$ cat config.mk
export PLATFORM = sky130hd
export DESIGN_NAME = ser_error_reporter
export DESIGN_NICKNAME = d
export VERILOG_FILES = /design/src/ser_pkg.sv /design/src/ser_errq_if.sv /design/src/ser_err_fifo.sv /design/src/ser_error_reporter.sv
export VERILOG_INCLUDE_DIRS = /design/src
export SDC_FILE = /design/constraint.sdc
export NUM_CORES = 1
export LEC_CHECK = 0
export ABC_AREA = 0
export ABC_CLOCK_PERIOD_IN_PS = 8200
export BUFFER_PORTS_ARGS = -buffer_cell sky130_fd_sc_hd__buf_2
export CAP_MARGIN = 20
export CORE_MARGIN = 5
export CORE_UTILIZATION = 63
export CTS_BUF_LIST = sky130_fd_sc_hd__clkbuf_2 sky130_fd_sc_hd__clkbuf_4 sky130_fd_sc_hd__clkbuf_8
export DETAILED_ROUTE_END_ITERATION = 7
export HOLD_SLACK_MARGIN = 0.02
export PLACE_DENSITY = 0.86
export SLEW_MARGIN = 40
export SYNTH_ARGS = -nofsm -noshare
export SYNTH_HDL_FRONTEND = slang
export SYNTH_SLANG_ARGS = --single-unit
$ cat constraint.sdc
create_clock -name CORE_CLK -period 8.2 [get_ports CORE_CLK]
set_input_delay 1.64 -clock CORE_CLK [delete_from_list [all_inputs] [get_ports CORE_CLK]]
set_output_delay 1.64 -clock CORE_CLK [all_outputs]
set_load 0.01 [all_outputs]
$ cat src/ser_cfg.svh
`ifndef SER_CFG_SVH
`define SER_CFG_SVH

// register byte offsets on the APB port
`define SER_REG_CTRL      8'h00
`define SER_REG_TRIG_EXP  8'h04
`define SER_REG_CMD       8'h08
`define SER_REG_ERRQ      8'h0C
`define SER_REG_STATUS    8'h10
`define SER_REG_ACQ_CNT   8'h14

// control register fields
`define SER_CTRL_TRIG_EN  0
`define SER_CTRL_SRC_LO   1
`define SER_CTRL_SRC_HI   2
`define SER_CTRL_CLEARING 3

// status register fields
`define SER_ST_SLEEP      0
`define SER_ST_RESP       1
`define SER_ST_QOVF       2
`define SER_ST_CONT       3
`define SER_ST_IDN        4
`define SER_ST_RCV_LO     16

// reset value and default number of ranges
`define SER_TRIG_EXP_RST  16'h0001
`define SER_NUM_RANGES    4

// numeric limits
`define SER_EXP_MAX       6'h2B
`define SER_DELTA_MAX     17'h0_007F
`define SER_DELTA_MIN     17'h1_FF80

// error codes, 16-bit two's complement
`define SER_E_NONE        16'h0000
`define SER_E_SYNTAX      16'hFF9A
`define SER_E_DTYPE       16'hFF98
`define SER_E_NPARAM      16'hFF8D
`define SER_E_EXPONENT    16'hFF85
`define SER_E_STRING      16'hFF69
`define SER_E_EXPR        16'hFF55
`define SER_E_CONFLICT    16'hFF23
`define SER_E_RANGE       16'hFF22
`define SER_E_MEMORY      16'hFF1F
`define SER_E_QUERY       16'hFE70
`define SER_E_QINTR       16'hFE66
`define SER_E_QUNTERM     16'hFE5C
`define SER_E_QINDEF      16'hFE48
`define SER_E_LIST        16'h0065
`define SER_E_UNITS       16'h0067
`define SER_E_OVERRUN     16'h00CC
`define SER_E_OVERRANGE   16'h00CD
`define SER_E_TIMER       16'h00CE
`define SER_E_DELTA       16'h00CF

`endif

$ cat src/ser_pkg.sv
package ser_pkg;

	typedef enum logic [1:0] {
		SER_SRC_IMMED = 2'b00,
		SER_SRC_BUS   = 2'b01,
		SER_SRC_TIMER = 2'b10,
		SER_SRC_RSVD  = 2'b11
	} ser_src_t;

	typedef enum logic [3:0] {
		SER_OP_NONE      = 4'b0000,
		SER_OP_START_ACQ = 4'b0001,
		SER_OP_BUS_TRIG  = 4'b0010,
		SER_OP_CALIB     = 4'b0011,
		SER_OP_FETCH     = 4'b0100,
		SER_OP_INIT_ALL  = 4'b0101,
		SER_OP_READ      = 4'b0110,
		SER_OP_RANGE_SEL = 4'b0111,
		SER_OP_INIT_CONT = 4'b1000,
		SER_OP_SLEEP     = 4'b1001,
		SER_OP_STORE     = 4'b1010,
		SER_OP_IDN       = 4'b1011,
		SER_OP_RESP_READ = 4'b1100,
		SER_OP_RESP_DONE = 4'b1101,
		SER_OP_GENERIC   = 4'b1110,
		SER_OP_RSVD      = 4'b1111
	} ser_op_t;

	// command descriptor written by the parser firmware
	typedef struct packed {
		logic [7:0] arg;
		logic [5:0] exp_mag;
		logic       fmt_len_bad;
		logic       flash_full;
		logic       msg_end;
		logic       is_query;
		logic       range_bad;
		logic       units_bad;
		logic       list_bad;
		logic       bracket_bad;
		logic       quote_bad;
		logic       count_bad;
		logic       type_bad;
		logic       hdr_bad;
		logic [1:0] rsvd;
		ser_op_t    op;
	} ser_cmd_t;

	typedef struct packed {
		logic [31:0] prdata;
		logic        pready;
		logic        pslverr;
		logic        trig_en;
		ser_src_t    src;
		logic        clearing;
		logic [15:0] trig_exp;
		logic [15:0] trig_rcv;
		logic [15:0] acq_cnt;
		logic        sleep;
		logic        cont;
		logic        resp_pend;
		logic        idn_open;
		logic        pend_ovr;
		logic        pend_rng;
		logic        pend_tmr;
		logic        pend_dlt;
		logic        q_ovf;
		logic        err_pend;
		logic [15:0] recon;
		logic [7:0]  delta;
		logic        delta_valid;
		logic        skip;
	} ser_state_t;

endpackage

$ cat src/ser_errq_if.sv
`timescale 1ns/1ns
interface ser_errq_if #(
	parameter int W     = 16,
	parameter int DEPTH = 16
);
	localparam int CW = $clog2(DEPTH) + 1;

	logic          push;
	logic [W-1:0]  push_code;
	logic          pop;
	logic [W-1:0]  head;
	logic          empty;
	logic          full;
	logic [CW-1:0] count;

	modport producer (output push, output push_code, output pop,
		input head, input empty, input full, input count);
	modport queue (input push, input push_code, input pop,
		output head, output empty, output full, output count);
endinterface

$ cat src/ser_err_fifo.sv
`timescale 1ns/1ns
module ser_err_fifo #(
	parameter int W     = 16,
	parameter int DEPTH = 16
) (
	input  wire logic CORE_CLK,
	input  wire logic SYS_RST,
	ser_errq_if.queue q
);
	localparam int AW = $clog2(DEPTH);
	localparam int CW = AW + 1;

	// pointers wrap by overflow, so only powers of two are served
	if (DEPTH < 2 || (DEPTH & (DEPTH - 1)) != 0) begin : g_chk
		$error("ser_err_fifo: DEPTH must be a power of two >= 2");
	end

	typedef struct packed {
		logic [DEPTH-1:0][W-1:0] mem;
		logic [AW-1:0]           rd_ptr;
		logic [AW-1:0]           wr_ptr;
		logic [CW-1:0]           count;
	} ser_fifo_state_t;

	ser_fifo_state_t s_q;
	ser_fifo_state_t s_d;
	logic            do_push;
	logic            do_pop;

	assign q.head  = s_q.mem[s_q.rd_ptr];
	assign q.empty = (s_q.count == '0);
	assign q.full  = (s_q.count == CW'(DEPTH));
	assign q.count = s_q.count;

	always_comb begin
		s_d = s_q;
		do_pop = q.pop && !q.empty;
		// a full queue drops the newest code, oldest ones survive
		do_push = q.push && (!q.full || do_pop);
		if (do_push) begin
			s_d.mem[s_q.wr_ptr] = q.push_code;
			s_d.wr_ptr = s_q.wr_ptr + AW'(1);
		end
		if (do_pop) begin
			s_d.rd_ptr = s_q.rd_ptr + AW'(1);
		end
		s_d.count = s_q.count + CW'(do_push) - CW'(do_pop);
	end

	always_ff @(posedge CORE_CLK) begin
		if (SYS_RST) begin
			s_q <= '0;
		end else begin
			s_q <= s_d;
		end
	end
endmodule

$ cat src/ser_error_reporter.sv
// Decided for this implementation: the APB slave port and the register addresses.
`timescale 1ns/1ns
`include "ser_cfg.svh"

module ser_error_reporter
	import ser_pkg::*;
#(
	parameter int QDEPTH     = 16,
	parameter int NUM_RANGES = `SER_NUM_RANGES
) (
	input  wire logic        CORE_CLK,
	input  wire logic        SYS_RST,
	input  wire logic        PSEL,
	input  wire logic        PENABLE,
	input  wire logic        PWRITE,
	input  wire logic [7:0]  PADDR,
	input  wire logic [31:0] PWDATA,
	output logic      [31:0] PRDATA,
	output logic             PREADY,
	output logic             PSLVERR,
	input  wire logic        EVT_OVERRUN,
	input  wire logic        EVT_OVERRANGE,
	input  wire logic        EVT_TIMER,
	input  wire logic        MEAS_BUSY,
	input  wire logic        SAMPLE_VALID,
	input  wire logic [15:0] SAMPLE,
	output logic      [7:0]  DELTA_OUT,
	output logic             DELTA_VALID,
	output logic             SKIP_NEXT,
	output logic             SLEEP_ACTIVE,
	output logic             ERR_PENDING
);
	if (NUM_RANGES < 1 || NUM_RANGES > 256) begin : g_chk
		$error("ser_error_reporter: NUM_RANGES must be 1..256");
	end

	localparam logic [8:0] RANGES = 9'(NUM_RANGES);

	ser_errq_if #(.W(16), .DEPTH(QDEPTH)) errq ();

	ser_err_fifo #(
		.W     (16),
		.DEPTH (QDEPTH)
	) u_fifo (
		.CORE_CLK (CORE_CLK),
		.SYS_RST  (SYS_RST),
		.q        (errq)
	);

	ser_state_t         s_q;
	ser_state_t         s_d;
	ser_cmd_t           cmd;
	logic               setup;
	logic               acc_wr;
	logic               acc_rd;
	logic               cmd_go;
	logic               bus_armed;
	logic [15:0]        code;
	logic signed [16:0] diff;
	logic [7:0]         dclip;
	logic               dbad;

	////////////////////////////////////////////////////////////////////////
	// outputs straight from the state register

	assign PRDATA       = s_q.prdata;
	assign PREADY       = s_q.pready;
	assign PSLVERR      = s_q.pslverr;
	assign DELTA_OUT    = s_q.delta;
	assign DELTA_VALID  = s_q.delta_valid;
	assign SKIP_NEXT    = s_q.skip;
	assign SLEEP_ACTIVE = s_q.sleep;
	assign ERR_PENDING  = s_q.err_pend;

	assign errq.push      = (code != `SER_E_NONE);
	assign errq.push_code = code;

	////////////////////////////////////////////////////////////////////////
	// delta encoder for packed output

	always_comb begin
		diff = $signed({SAMPLE[15], SAMPLE}) - $signed({s_q.recon[15],
			s_q.recon});
		dclip = diff[7:0];
		dbad = 1'b0;
		// clamp to the widest step, the residual stays in diff next time
		if (diff > $signed(`SER_DELTA_MAX)) begin
			dclip = 8'(`SER_DELTA_MAX);
			dbad = 1'b1;
		end else if (diff < $signed(`SER_DELTA_MIN)) begin
			dclip = 8'(`SER_DELTA_MIN);
			dbad = 1'b1;
		end
	end

	////////////////////////////////////////////////////////////////////////
	// register access, command checks and event collection

	always_comb begin
		s_d = s_q;
		s_d.skip = 1'b0;
		s_d.delta_valid = 1'b0;
		code = `SER_E_NONE;
		errq.pop = 1'b0;
		cmd = ser_cmd_t'(PWDATA);
		setup = PSEL && !PENABLE;
		acc_wr = PSEL && PENABLE && s_q.pready && PWRITE;
		acc_rd = PSEL && PENABLE && s_q.pready && !PWRITE;
		cmd_go = acc_wr && (PADDR == `SER_REG_CMD);
		bus_armed = s_q.trig_en && (s_q.src == SER_SRC_BUS);

		// zero-wait slave: ready and read data are loaded in setup
		s_d.pready = setup;
		s_d.pslverr = 1'b0;
		if (setup) begin
			s_d.prdata = '0;
			unique case (PADDR)
				`SER_REG_CTRL: begin
					s_d.prdata[`SER_CTRL_TRIG_EN] = s_q.trig_en;
					s_d.prdata[`SER_CTRL_SRC_HI:`SER_CTRL_SRC_LO] = s_q.src;
					s_d.prdata[`SER_CTRL_CLEARING] = s_q.clearing;
				end
				`SER_REG_TRIG_EXP: s_d.prdata[15:0] = s_q.trig_exp;
				`SER_REG_CMD: s_d.prdata = '0;
				`SER_REG_ERRQ: begin
					if (!errq.empty) begin
						s_d.prdata = {{16{errq.head[15]}}, errq.head};
					end
				end
				`SER_REG_STATUS: begin
					s_d.prdata[`SER_ST_SLEEP] = s_q.sleep;
					s_d.prdata[`SER_ST_RESP] = s_q.resp_pend;
					s_d.prdata[`SER_ST_QOVF] = s_q.q_ovf;
					s_d.prdata[`SER_ST_CONT] = s_q.cont;
					s_d.prdata[`SER_ST_IDN] = s_q.idn_open;
					s_d.prdata[31:`SER_ST_RCV_LO] = s_q.trig_rcv;
				end
				`SER_REG_ACQ_CNT: s_d.prdata[15:0] = s_q.acq_cnt;
				default: s_d.pslverr = 1'b1;
			endcase
		end

		// only a code that the read returned leaves, at its completing edge
		if (acc_rd && PADDR == `SER_REG_ERRQ &&
			s_q.prdata != '0) begin
			errq.pop = 1'b1;
		end

		if (acc_wr && PADDR == `SER_REG_CTRL) begin
			s_d.trig_en = PWDATA[`SER_CTRL_TRIG_EN];
			s_d.src = ser_src_t'(PWDATA[`SER_CTRL_SRC_HI:`SER_CTRL_SRC_LO]);
			s_d.clearing = PWDATA[`SER_CTRL_CLEARING];
			// a fresh arm restarts the trigger tally
			if (PWDATA[`SER_CTRL_TRIG_EN] && !s_q.trig_en) begin
				s_d.trig_rcv = '0;
			end
			if (!PWDATA[`SER_CTRL_TRIG_EN]) begin
				s_d.cont = 1'b0;
			end
		end
		if (acc_wr && PADDR == `SER_REG_TRIG_EXP) begin
			s_d.trig_exp = PWDATA[15:0];
		end
		if (acc_wr && PADDR == `SER_REG_STATUS && PWDATA[`SER_ST_QOVF]) begin
			s_d.q_ovf = 1'b0;
		end

		if (cmd_go) begin
			// a new command abandons an unread response
			if (s_q.resp_pend && cmd.op != SER_OP_RESP_READ &&
				cmd.op != SER_OP_RESP_DONE) begin
				code = `SER_E_QINTR;
				s_d.resp_pend = 1'b0;
			end else if (cmd.op == SER_OP_RESP_READ) begin
				if (!s_q.resp_pend) begin
					code = `SER_E_QUNTERM;
				end
			end else if (cmd.op == SER_OP_RESP_DONE) begin
				s_d.resp_pend = 1'b0;
			end else if (cmd.hdr_bad) begin
				code = `SER_E_SYNTAX;
			end else if (cmd.type_bad) begin
				code = `SER_E_DTYPE;
			end else if (cmd.count_bad) begin
				code = `SER_E_NPARAM;
			end else if (cmd.exp_mag > `SER_EXP_MAX) begin
				code = `SER_E_EXPONENT;
			end else if (cmd.quote_bad) begin
				code = `SER_E_STRING;
			end else if (cmd.bracket_bad) begin
				code = `SER_E_EXPR;
			end else if (cmd.list_bad) begin
				code = `SER_E_LIST;
			end else if (cmd.units_bad) begin
				code = `SER_E_UNITS;
			end else if (cmd.is_query && s_q.clearing) begin
				code = `SER_E_QUERY;
			end else if (cmd.is_query && s_q.idn_open) begin
				code = `SER_E_QINDEF;
			end else begin
				unique case (cmd.op)
					SER_OP_START_ACQ: begin
						if (!s_q.trig_en) begin
							code = `SER_E_CONFLICT;
						end else begin
							s_d.acq_cnt = '0;
							s_d.recon = '0;
						end
					end
					SER_OP_BUS_TRIG: begin
						if (!bus_armed || s_q.trig_rcv >= s_q.trig_exp) begin
							code = `SER_E_CONFLICT;
						end else begin
							s_d.trig_rcv = s_q.trig_rcv + 16'h0001;
						end
					end
					SER_OP_CALIB, SER_OP_INIT_ALL: begin
						if (bus_armed) begin
							code = `SER_E_CONFLICT;
						end
					end
					SER_OP_FETCH, SER_OP_READ: begin
						if (bus_armed) begin
							code = `SER_E_CONFLICT;
						end else if (cmd.range_bad ||
							{8'h00, cmd.arg} > s_q.acq_cnt) begin
							code = `SER_E_RANGE;
						end
					end
					SER_OP_RANGE_SEL: begin
						if (bus_armed) begin
							code = `SER_E_CONFLICT;
						end else if (cmd.range_bad ||
							{1'b0, cmd.arg} >= RANGES) begin
							code = `SER_E_RANGE;
						end
					end
					SER_OP_INIT_CONT: begin
						if (s_q.src == SER_SRC_IMMED) begin
							code = `SER_E_CONFLICT;
						end else begin
							s_d.cont = 1'b1;
						end
					end
					SER_OP_SLEEP: begin
						if (s_q.trig_en) begin
							code = `SER_E_CONFLICT;
						end else begin
							s_d.sleep = 1'b1;
						end
					end
					SER_OP_STORE: begin
						if (cmd.range_bad) begin
							code = `SER_E_RANGE;
						end else if (cmd.flash_full) begin
							code = `SER_E_MEMORY;
						end
					end
					default: begin
						if (cmd.range_bad || cmd.fmt_len_bad) begin
							code = `SER_E_RANGE;
						end
					end
				endcase
			end

			// any accepted command except SER_OP_NONE and SER_OP_SLEEP wakes a sleeping instrument
			if (cmd.op != SER_OP_SLEEP && cmd.op != SER_OP_NONE) begin
				s_d.sleep = (code != `SER_E_NONE) && s_q.sleep;
			end
			if (code == `SER_E_NONE && cmd.is_query) begin
				s_d.resp_pend = 1'b1;
				if (cmd.op == SER_OP_IDN) begin
					s_d.idn_open = 1'b1;
				end
			end
			// the indefinite response window ends with its message
			if (cmd.msg_end) begin
				s_d.idn_open = 1'b0;
			end
		end

		// acquisition events wait while a command code takes the slot;
		// drained before new sets so an arriving event wins
		if (code == `SER_E_NONE) begin
			if (s_q.pend_ovr) begin
				code = `SER_E_OVERRUN;
				s_d.pend_ovr = 1'b0;
			end else if (s_q.pend_rng) begin
				code = `SER_E_OVERRANGE;
				s_d.pend_rng = 1'b0;
			end else if (s_q.pend_tmr) begin
				code = `SER_E_TIMER;
				s_d.pend_tmr = 1'b0;
			end else if (s_q.pend_dlt) begin
				code = `SER_E_DELTA;
				s_d.pend_dlt = 1'b0;
			end
		end

		if (EVT_OVERRUN && s_q.src == SER_SRC_TIMER) begin
			s_d.pend_ovr = 1'b1;
		end
		if (EVT_OVERRANGE) begin
			s_d.pend_rng = 1'b1;
		end
		if (EVT_TIMER && MEAS_BUSY && s_q.src == SER_SRC_TIMER) begin
			s_d.pend_tmr = 1'b1;
			s_d.skip = 1'b1;
		end

		if (SAMPLE_VALID) begin
			s_d.delta = dclip;
			s_d.delta_valid = 1'b1;
			s_d.recon = s_q.recon + {{8{dclip[7]}}, dclip};
			if (s_q.acq_cnt != 16'hFFFF) begin
				s_d.acq_cnt = s_q.acq_cnt + 16'h0001;
			end
			if (dbad) begin
				s_d.pend_dlt = 1'b1;
			end
		end

		if (errq.push && errq.full && !errq.pop) begin
			s_d.q_ovf = 1'b1;
		end
		s_d.err_pend = !(errq.empty && !errq.push) &&
			!(errq.count == 1 && errq.pop && !errq.push);
	end

	always_ff @(posedge CORE_CLK) begin
		if (SYS_RST) begin
			s_q <= '0;
			s_q.trig_exp <= `SER_TRIG_EXP_RST;
		end else begin
			s_q <= s_d;
		end
	end
endmodule

* Yosys cells after proc, flatten, opt, wreduce, memory -nomap -nowiden
Cells that the tools add are included.
** Word-level totals
- Logic and storage cells :: 308
- RAM bits :: 0
- Register bits after elaboration :: 391
- Latch bits :: 0
- Memories kept :: 0
- Bits in read-only memories :: 0
- Bits of input ports :: 66
** Cells by class
- Bitwise operators :: 1
- Multiplexer cells :: 113
- Reduce and logical (&&, ||, !) cells :: 78
- Add/subtract/negate cells :: 8
- Eq/ne operators :: 57
- Divide/modulo/power cells :: 0
- Shift operators :: 0
- $lt $le $gt $ge :: 9
- $mul :: 0
** Operators by type and width (number)
- $mux 16 :: 59
- $mux 34 :: 12
- $bwmux 256 :: 1
- $pmux 16 s8 :: 1
- $bmux 16 s4 :: 1
- $demux 16 s4 :: 1
- $ne 2x1->1 const B :: 23
- $mux 36 :: 1
- $mux 35 :: 1
- $logic_and 1x1->1 :: 33
- $pmux 11 s3 :: 1
- $add 16x1->16 const B :: 2
- $logic_not 16->1 :: 2
- $mux 32 :: 1
- $pmux 16 s2 :: 1
- $reduce_and 16->1 :: 2
- $reduce_bool 16->1 :: 2
- $reduce_bool 32->1 :: 1
- $mux 25 :: 1
- $eq 4x4->1 const B :: 6
- $mux 1 :: 24
- $pmux 4 s5 :: 1
- $reduce_bool 2->1 :: 10
- $gt 17x8->1 const B :: 1
- 43 further kinds :: 78

* Depth between registers and ports, before layout
Gate-level depths: netlist (run 1).
- Depth after elaboration :: 31
- Mapped depth :: 27
- Depth with buffers taken out :: 26

* Modules after synthesis
From an unflattened synthesis (run 1), not the netlist that was laid out.
** Unflattened totals
- Cells, all modules :: 2337
- Area total of the unflattened synthesis :: 20548.5 um2
** By module, submodules not included
- ser_err_fifo :: seq. area each 5385.2 um2, area an instance 11882.6 um2, cells an instance 1176, instances 1
- ser_error_reporter :: seq. area each 2442.3 um2, area an instance 8665.8 um2, cells an instance 1161, instances 1

* Worst setup path after synthesis (run 1)
No wires, ideal clock.
- Kind :: input port to flip-flop
- Start :: input port SAMPLE[0]
- End :: register s_q[25] (netlist name)
- Path slack :: 1.165 ns
- Setup time :: 0.124 ns
- Buffers on the path :: 0
- Cell stages on the path :: 25
- Data required time :: 8.076 ns
- Data arrival time :: 6.911 ns
- Cell sequence :: inv_1 > ha_1 > inv_1 > fa_1 > a211o_1 > a21boi_0 > nor2_1 > o311ai_0 > a21oi_1 > or4b_2 > o21ai_1 > o41ai_1 > o21ai_0 > inv_1 > ha_1 > a211oi_1 > o21ai_0 > o2111ai_1 > o21ai_0 > o41a_1 > a31oi_1 > o21ai_0 > xnor2_1 > a21oi_1 > o22ai_1
** Between the ends
- Word-level cells in the longest chain between the ends :: 6
- Elaborated cells on any way between the ends :: 7
- Classes of those cells :: add/sub: 2; order compare: 2; mux: 3
** RTL lines
- from (decl) :: RTL line ser_error_reporter.sv:26 : input wire logic [15:0] SAMPLE,
- $sub 16x16->17 (*) :: RTL line ser_error_reporter.sv:82 : diff = $signed({SAMPLE[15], SAMPLE}) - $signed({s_q.recon[15],
- $lt 17x8->1 :: RTL line ser_error_reporter.sv:90 : end else if (diff < $signed(`SER_DELTA_MIN)) begin
- $mux 8 :: RTL line ser_error_reporter.sv:90
- $mux 8 (*) :: RTL line ser_error_reporter.sv:87 : if (diff > $signed(`SER_DELTA_MAX)) begin
- net dclip[7] :: RTL line ser_error_reporter.sv:60 : logic [7:0] dclip;
- $add 16x16->16 (*) :: RTL line ser_error_reporter.sv:315 : s_d.recon = s_q.recon + {{8{dclip[7]}}, dclip};
- $mux 25 (*) :: RTL line ser_error_reporter.sv:312 : if (SAMPLE_VALID) begin
- to (decl) :: RTL line ser_error_reporter.sv:50 : ser_state_t s_q;
The timed path passes the listed nets; every way through them passes the cells marked *.
A chain may end at the register's enable or synchronous reset.

* Final worst setup path (run 1)
- Start :: input port SAMPLE[0]
- End :: register s_q[24] (netlist name)
The elaborated chain is that of the path after synthesis.

==> results.cfg, run 1 <==
[clock_network]
clk_latency_ps = 590
cts_hold_buf = 0
cts_tree = done
postCtsSetupBuffers = 0
clock_sinks = 295
clk_pin_slew_ps = 60
numCtsBuffers = 47
clockBufferDepth = 3
clockRootBuffer = clkbuf_8
cts_resized = 0
cts_htree_levels = 2

[detailed_routing]
drt-total-wl_mm = 43.09
routed.top_layer = met4
wl_met1_mm = 18.18
routed-via-count = 14231
wl_per_cell_um = 19.42
via_per_inst = 6.413
drc = 0
postRouteAntennaNets = 0
drt-pass1-iter-count = 6
met3_length_mm = 3.208
dr_wl_met2_mm = 20.36
drt-initial-drc-count = 1645

[sta]
worstMarginPinSlew_ps = 869.7
max_freq_mhz = 141.5
min_period_ps = 7068
finalSetupViolCount = 0
period_share = 0.8620
max_slew_margin = 0.4182
rsz0062_at_grt = no
slew_violations = 0
tns_ps = 0
fin_worst_skew_ps = 31.22
finalHoldViolCount = 0

[critical_path]
cp_data_arrival_time_ps = 7520
crit_path_start_kind = input port
crit_path_max_fanout = 13
cp_num_buf_inv = 4
end_kind = flip-flop
cpMaxStageDelayCell = or4b_2
path_class = in2reg
cp.required_ps = 8660
crit_path_max_incr_delay_ps = 620
crit_family = compound AO/OA/AOI/OAI gates

[global_route]
grtUsageTotal = 0.2866
grt_pass1_wl_mm = 68.94
grt-ovfl-total = 0
antenna_found_initial = 1
grt_pass1_vias = 13577
grt_max_degree = 161

[floorplanning]
std_cell_rows = 58
die_width_um = 169.9
core_um2 = 25180
dieArea_um2 = 28850
start_util = 0.6393
die_h_um = 169.9
top_level_ports = 112

[placement]
gp_congestion = 0.9159
numPortBuffers = 109
dp.cells = 2134
dpl.hpwl_mm = 29.25

[pwr]
seq_power_share = 0.386
total_leakage_power_nw = 6.293
internal_power_mw = 2.738
p_sw_frac = 0.3261
switching_power_mw = 1.325
max-vdd-ir-drop_mv = 0.2132
cellPowerDensity_nw_per_um2 = 231.2
pwr-share-clk = 0.333
p_comb_frac = 0.281

[logic_synthesis]
synth_top_family_by_area = compound AO/OA/AOI/OAI gates
netlist_area_um2 = 16100
synth_cells = 1834
yosysUniqueCellTypes = 76
synth_mux_area_frac = 0.06567
synth-async-reset-ratio = 0
seq_area_frac_synth = 0.3668
yosys.area_share.simple = 0.2065
ys_ff_latch = 295
synth_edf_count = 0
synth_xor_area_frac = 0.02394
syn-mean-instance-area_um2 = 8.778
yosysWarnings = 0
synth_ff_type = dfxtp_1
syn_nets = 1971
synth_fa_ha_area_frac = 0.05658
synth-compound-area-share = 0.2111

[layout]
drive_gt1_frac = 0.1552
final_common_cell = dfxtp_1
final_cell_mix = dfxtp_1, o21ai_0, nand3b_1
finalNetCount = 1990
area_delta_synth_final_pct = 9.124
fin_cells = 2219

[status]
status = complete, no violations

[hold_path]
worst_hold_path_type = reg2reg

[run]
max_cap_viol_count = 0
==> sequential cells by signal, summed over array words and instances (netlist names) <==
signal and count:
DELTA_OUT 8, DELTA_VALID 1, ERR_PENDING 1, PRDATA 32, PREADY 1, PSLVERR 1, SKIP_NEXT 1, SLEEP_ACTIVE 1
s_q 76, u_fifo.q.count 5, u_fifo.s_q 168
==> cell families after synthesis <==
kind of cell               Yosys count
muxes                               61
DFF                                295
and+or+nand+nor                    601
xor gates and xnor gates            44
adders and majority gates           71
AOI/OAI and AO/OA                  531
buffers and inverters              231
==> cell type report <==
class                   count  area (um2)
clock inverters            15       133.9
inverters                  71       266.5
fillers                  1928        7614
flip-flops and latches    295        5909
well taps                 330       412.9
repair buffers            130       704.4
clock buffers              69       887.1
diodes                      1       2.502
multi-input cells        1308        9251
==> synth_stat cells (5+ instances only) <==
cell type  number  area (um2)
dfxtp_1       295        5906
o21ai_0       202        1011
nand3b_1      165        1239
a21oi_1       131       655.6
nor2_1        128       480.5
nand2_1       112       420.4
clkbuf_1       94       352.8
inv_1          71       266.5
ha_1           68       850.8
buf_4          42       315.3
nand3_1        37       185.2
nor3_1         37       185.2
mux4_2         35       788.3
xnor2_1        26       227.7
a211oi_1       25       187.7
mux2i_1        19       190.2
nor4_1         19       118.9
nand2b_1       18       112.6
xor2_1         18       157.7
a22oi_1        16       120.1
and3_1         14       87.58
nor2b_1        14       87.58
a21o_1         13       97.59
a22o_1         13       113.9
nand4_1        13       81.33
o31ai_1        13       97.59
or3_1          13       81.33
buf_6          11       123.9
o2111ai_2      11       165.2
a311oi_1        9       78.83
and2_1          9       56.30
a31oi_1         8       50.05
o21a_1          8       60.06
o41ai_1         8       70.07
a221oi_1        7       61.31
mux2_2          7       78.83
o211ai_1        7       52.55
a221o_1         6       60.06
o21ai_2         6       52.55
a41oi_1         5       43.79
buf_1           5       18.77
o2111ai_1       5       43.79
==> stage by stage <==
step | cell area, um2 | utilization | power, mW | worst slack, ps | hold WS (ps)
6_report | 17570 | 0.6977 | 4.062 | 1132 | 483.6
5_1_grt | 17570 | 0.6977 | 4.275 | 774.9 | 507.5
4_1_cts | 17410 | 0.6914 | 4.032 | 1284 | 481.6
3_5_place_dp | 16390 | 0.6509 | 2.687 | 730.5 | 470.4
3_3_place_gp | 16360 | 0.6496 | 2.639 | 924.6 | 461.6
2_1_floorplan | 16100 | - | 2.465 | 1165 | 448.9
==> layer usage <==
layer / up-vias / track usage
met3: 109 / 0.05203
met2: 598 / 0.4669
met5: - / 0
met4: 0 / 0.1071
li1: 6736 / -
met1: 6788 / 0.3823
==> worst reg2reg max path: stages (launching register included) <==
cell	delay (ps)
dfxtp_1	360
ha_1	200
inv_1	60
fa_1	410
a211o_1	320
a21boi_0	310
nor2_1	90
o311ai_0	420
a21oi_1	140
or4b_2	620
o21ai_1	190
a41o_1	450
a21boi_0	180
ha_1	240
inv_1	80
fa_1	210
nor2b_1	60
o21ai_0	260
a21boi_0	180
o21ai_0	170
nand2b_1	110
a31oi_1	360
o2111ai_1	200
a31oi_1	230
xnor2_1	90
a22o_1	200
==> power by group through the flow <==
stage / clock network [mW] / logic, mW / registers [mW]
after floorplan: 0 / 0.887 / 1.58
after global placement: 0 / 1.05 / 1.59
after detailed placement: 0 / 1.09 / 1.59
after CTS: 1.37 / 1.10 / 1.57
after global routing: 1.44 / 1.26 / 1.57
final: 1.35 / 1.14 / 1.57
==> final timing paths <==
check | start | endpoint | slack [ps] | depth (start not counted)
worst min register to register | s_q[69] | s_q[69] | 480 | 2
worst min-delay path | s_q[69] | s_q[69] | 480 | 2
worst max-delay path | SAMPLE[0] | s_q[24] | 1130 | 27
worst max register to register | s_q[10] | s_q[24] | 1970 | 25
No activity file was read; power rests on OpenSTA's default activity.
==> inputs of run 2 (changes only) <==
ABC_CLOCK_PERIOD_IN_PS = 7700   (was 8200)
CORE_UTILIZATION = 23   (was 63)
PLACE_DENSITY = 0.4   (was 0.86)
clock period = 7.7 ns   (was 8.2 ns; I/O delays follow)
==> run 2 against run 1 <==
Net effect:
- worst setup slack got worse by 110 ps
- largest cell class unchanged
- critical path type unchanged
- worst hold slack got worse by 9.7 ps
- clock power rose by 19%
==> results.cfg, run 2 (synthesis results as in run 1) <==
[detailed_routing]
drt-pass1-iter-count = 5
wl_per_cell_um = 18.86
via_per_inst = 4.933
routed-via-count = 14054
drt-initial-drc-count = 893
drt-total-wl_mm = 53.74
postRouteAntennaNets = 0
drc = 0

[sta]
rsz0062_at_grt = no
period_share = 0.8670
fin_worst_skew_ps = 36.70
max_freq_mhz = 149.8
tns_ps = 0
max_slew_margin = 0.4594
worstMarginPinSlew_ps = 800.0
finalSetupViolCount = 0
min_period_ps = 6676
slew_violations = 0
finalHoldViolCount = 0

[placement]
numPortBuffers = 109
dpl.hpwl_mm = 37.47
post_dp_cell_area_um2 = 17390
gp_congestion = 0.8296

[clock_network]
clk_latency_ps = 670
clockRootBuffer = clkbuf_8
cts_htree_levels = 2
postCtsSetupBuffers = 0
cts_tree = done
clockBufferDepth = 3
numCtsBuffers = 57
cts_resized = 0
clock_sinks = 295
clk_pin_slew_ps = 60
cts_hold_buf = 0

[critical_path]
crit_path_max_fanout = 9
crit_path_start_kind = input port
crit_family = compound AO/OA/AOI/OAI gates
end_kind = flip-flop
cpMaxStageDelayCell = or4b_2
cp.required_ps = 8220
path_class = in2reg
crit_top_cell = o21ai_0
cp_data_arrival_time_ps = 7200
cp_num_buf_inv = 5
crit_path_max_incr_delay_ps = 630

[pwr]
total_leakage_power_nw = 6.414
max-vdd-ir-drop_mv = 0.1000
cellPowerDensity_nw_per_um2 = 243.2

[global_route]
antenna_found_initial = 1
grt_pass1_wl_mm = 81.81
grt-ovfl-total = 0
grtUsageTotal = 0.1382
grt_pass1_vias = 13543
grt_max_degree = 126

[hold_path]
worst_hold_path_type = reg2reg

[layout]
finalInstanceArea_um2 = 18550
area_delta_synth_final_pct = 15.21
top_register = u_fifo.s_q
final_cell_mix = dfxtp_1, o21ai_0, nand3b_1
drive_gt1_frac = 0.1641
final_common_cell = dfxtp_1
largest_reg_flops = 168
finalNetCount = 2008

[floorplanning]
die_width_um = 274.6
top_level_ports = 112
std_cell_rows = 97
core_um2 = 69790
die_h_um = 274.6
start_util = 0.2307
dieArea_um2 = 75390

[status]
status = complete, no violations

[run]
max_cap_viol_count = 0
run 2: final cells by class:
type,instances,area [um2]
fillers,7467,51240
well taps,940,1176
clock buffers,88,1105
flip-flops and latches,295,5909
multi-input cells,1308,9268
repair buffers,138,773.2
inverters,71,266.5
diodes,2,5.005
clock inverters,7,45.04
run 2: path summary, 6_finish.rpt:
kind	startpoint	end	slack [ps]	depth (start not counted)
setup / recovery	SAMPLE[0]	s_q[25]	1020	27
hold / removal	s_q[28]	s_q[28]	470	2
setup reg to reg	s_q[10]	s_q[25]	1640	25
hold reg to reg	s_q[28]	s_q[28]	470	2
run 2: metrics by stage:
step,power (mW),utilization,hold slack (ps),instances,worst slack [ps]
detailed placement,2.939,0.2491,467.3,2752,373.5
global placement,2.910,0.2467,462.3,2752,344.5
floorplan,2.625,-,448.9,1834,764.7
finish,4.511,0.2658,473.9,2849,1024
CTS,4.588,0.2656,475.0,2847,1057
global route,4.809,0.2657,496.5,2848,365.2
run 2: power by group:
| part | switching, mW | leakage, nW | internal, mW |
|---|---|---|---|
| Sequential | 0.0625 | 2.39 | 1.61 |
| Combinational | 0.723 | 3.41 | 0.514 |
| Clock | 0.702 | 0.619 | 0.902 |
| Total | 1.49 | 6.41 | 3.02 |
run 2: routing by layer:
layer | routed length, um | vias up | GRT usage
met5 | 0 | - | 0
met4 | 1412 | 0 | 0.04208
met3 | 2553 | 86 | 0.02425
met2 | 24560 | 332 | 0.2254
met1 | 25210 | 6858 | 0.1871
li1 | - | 6778 | -
run 2: worst reg2reg max path: cells and delay by family, from the launching register on:
kind	cells	cell delay [ps]
XOR/XNOR	1	160
AO/OA/AOI/OAI	16	3480
adder cells (fa/ha/maj)	3	900
AND/OR/NAND/NOR	2	720
flip-flops	1	400
buffers and inverters	3	310
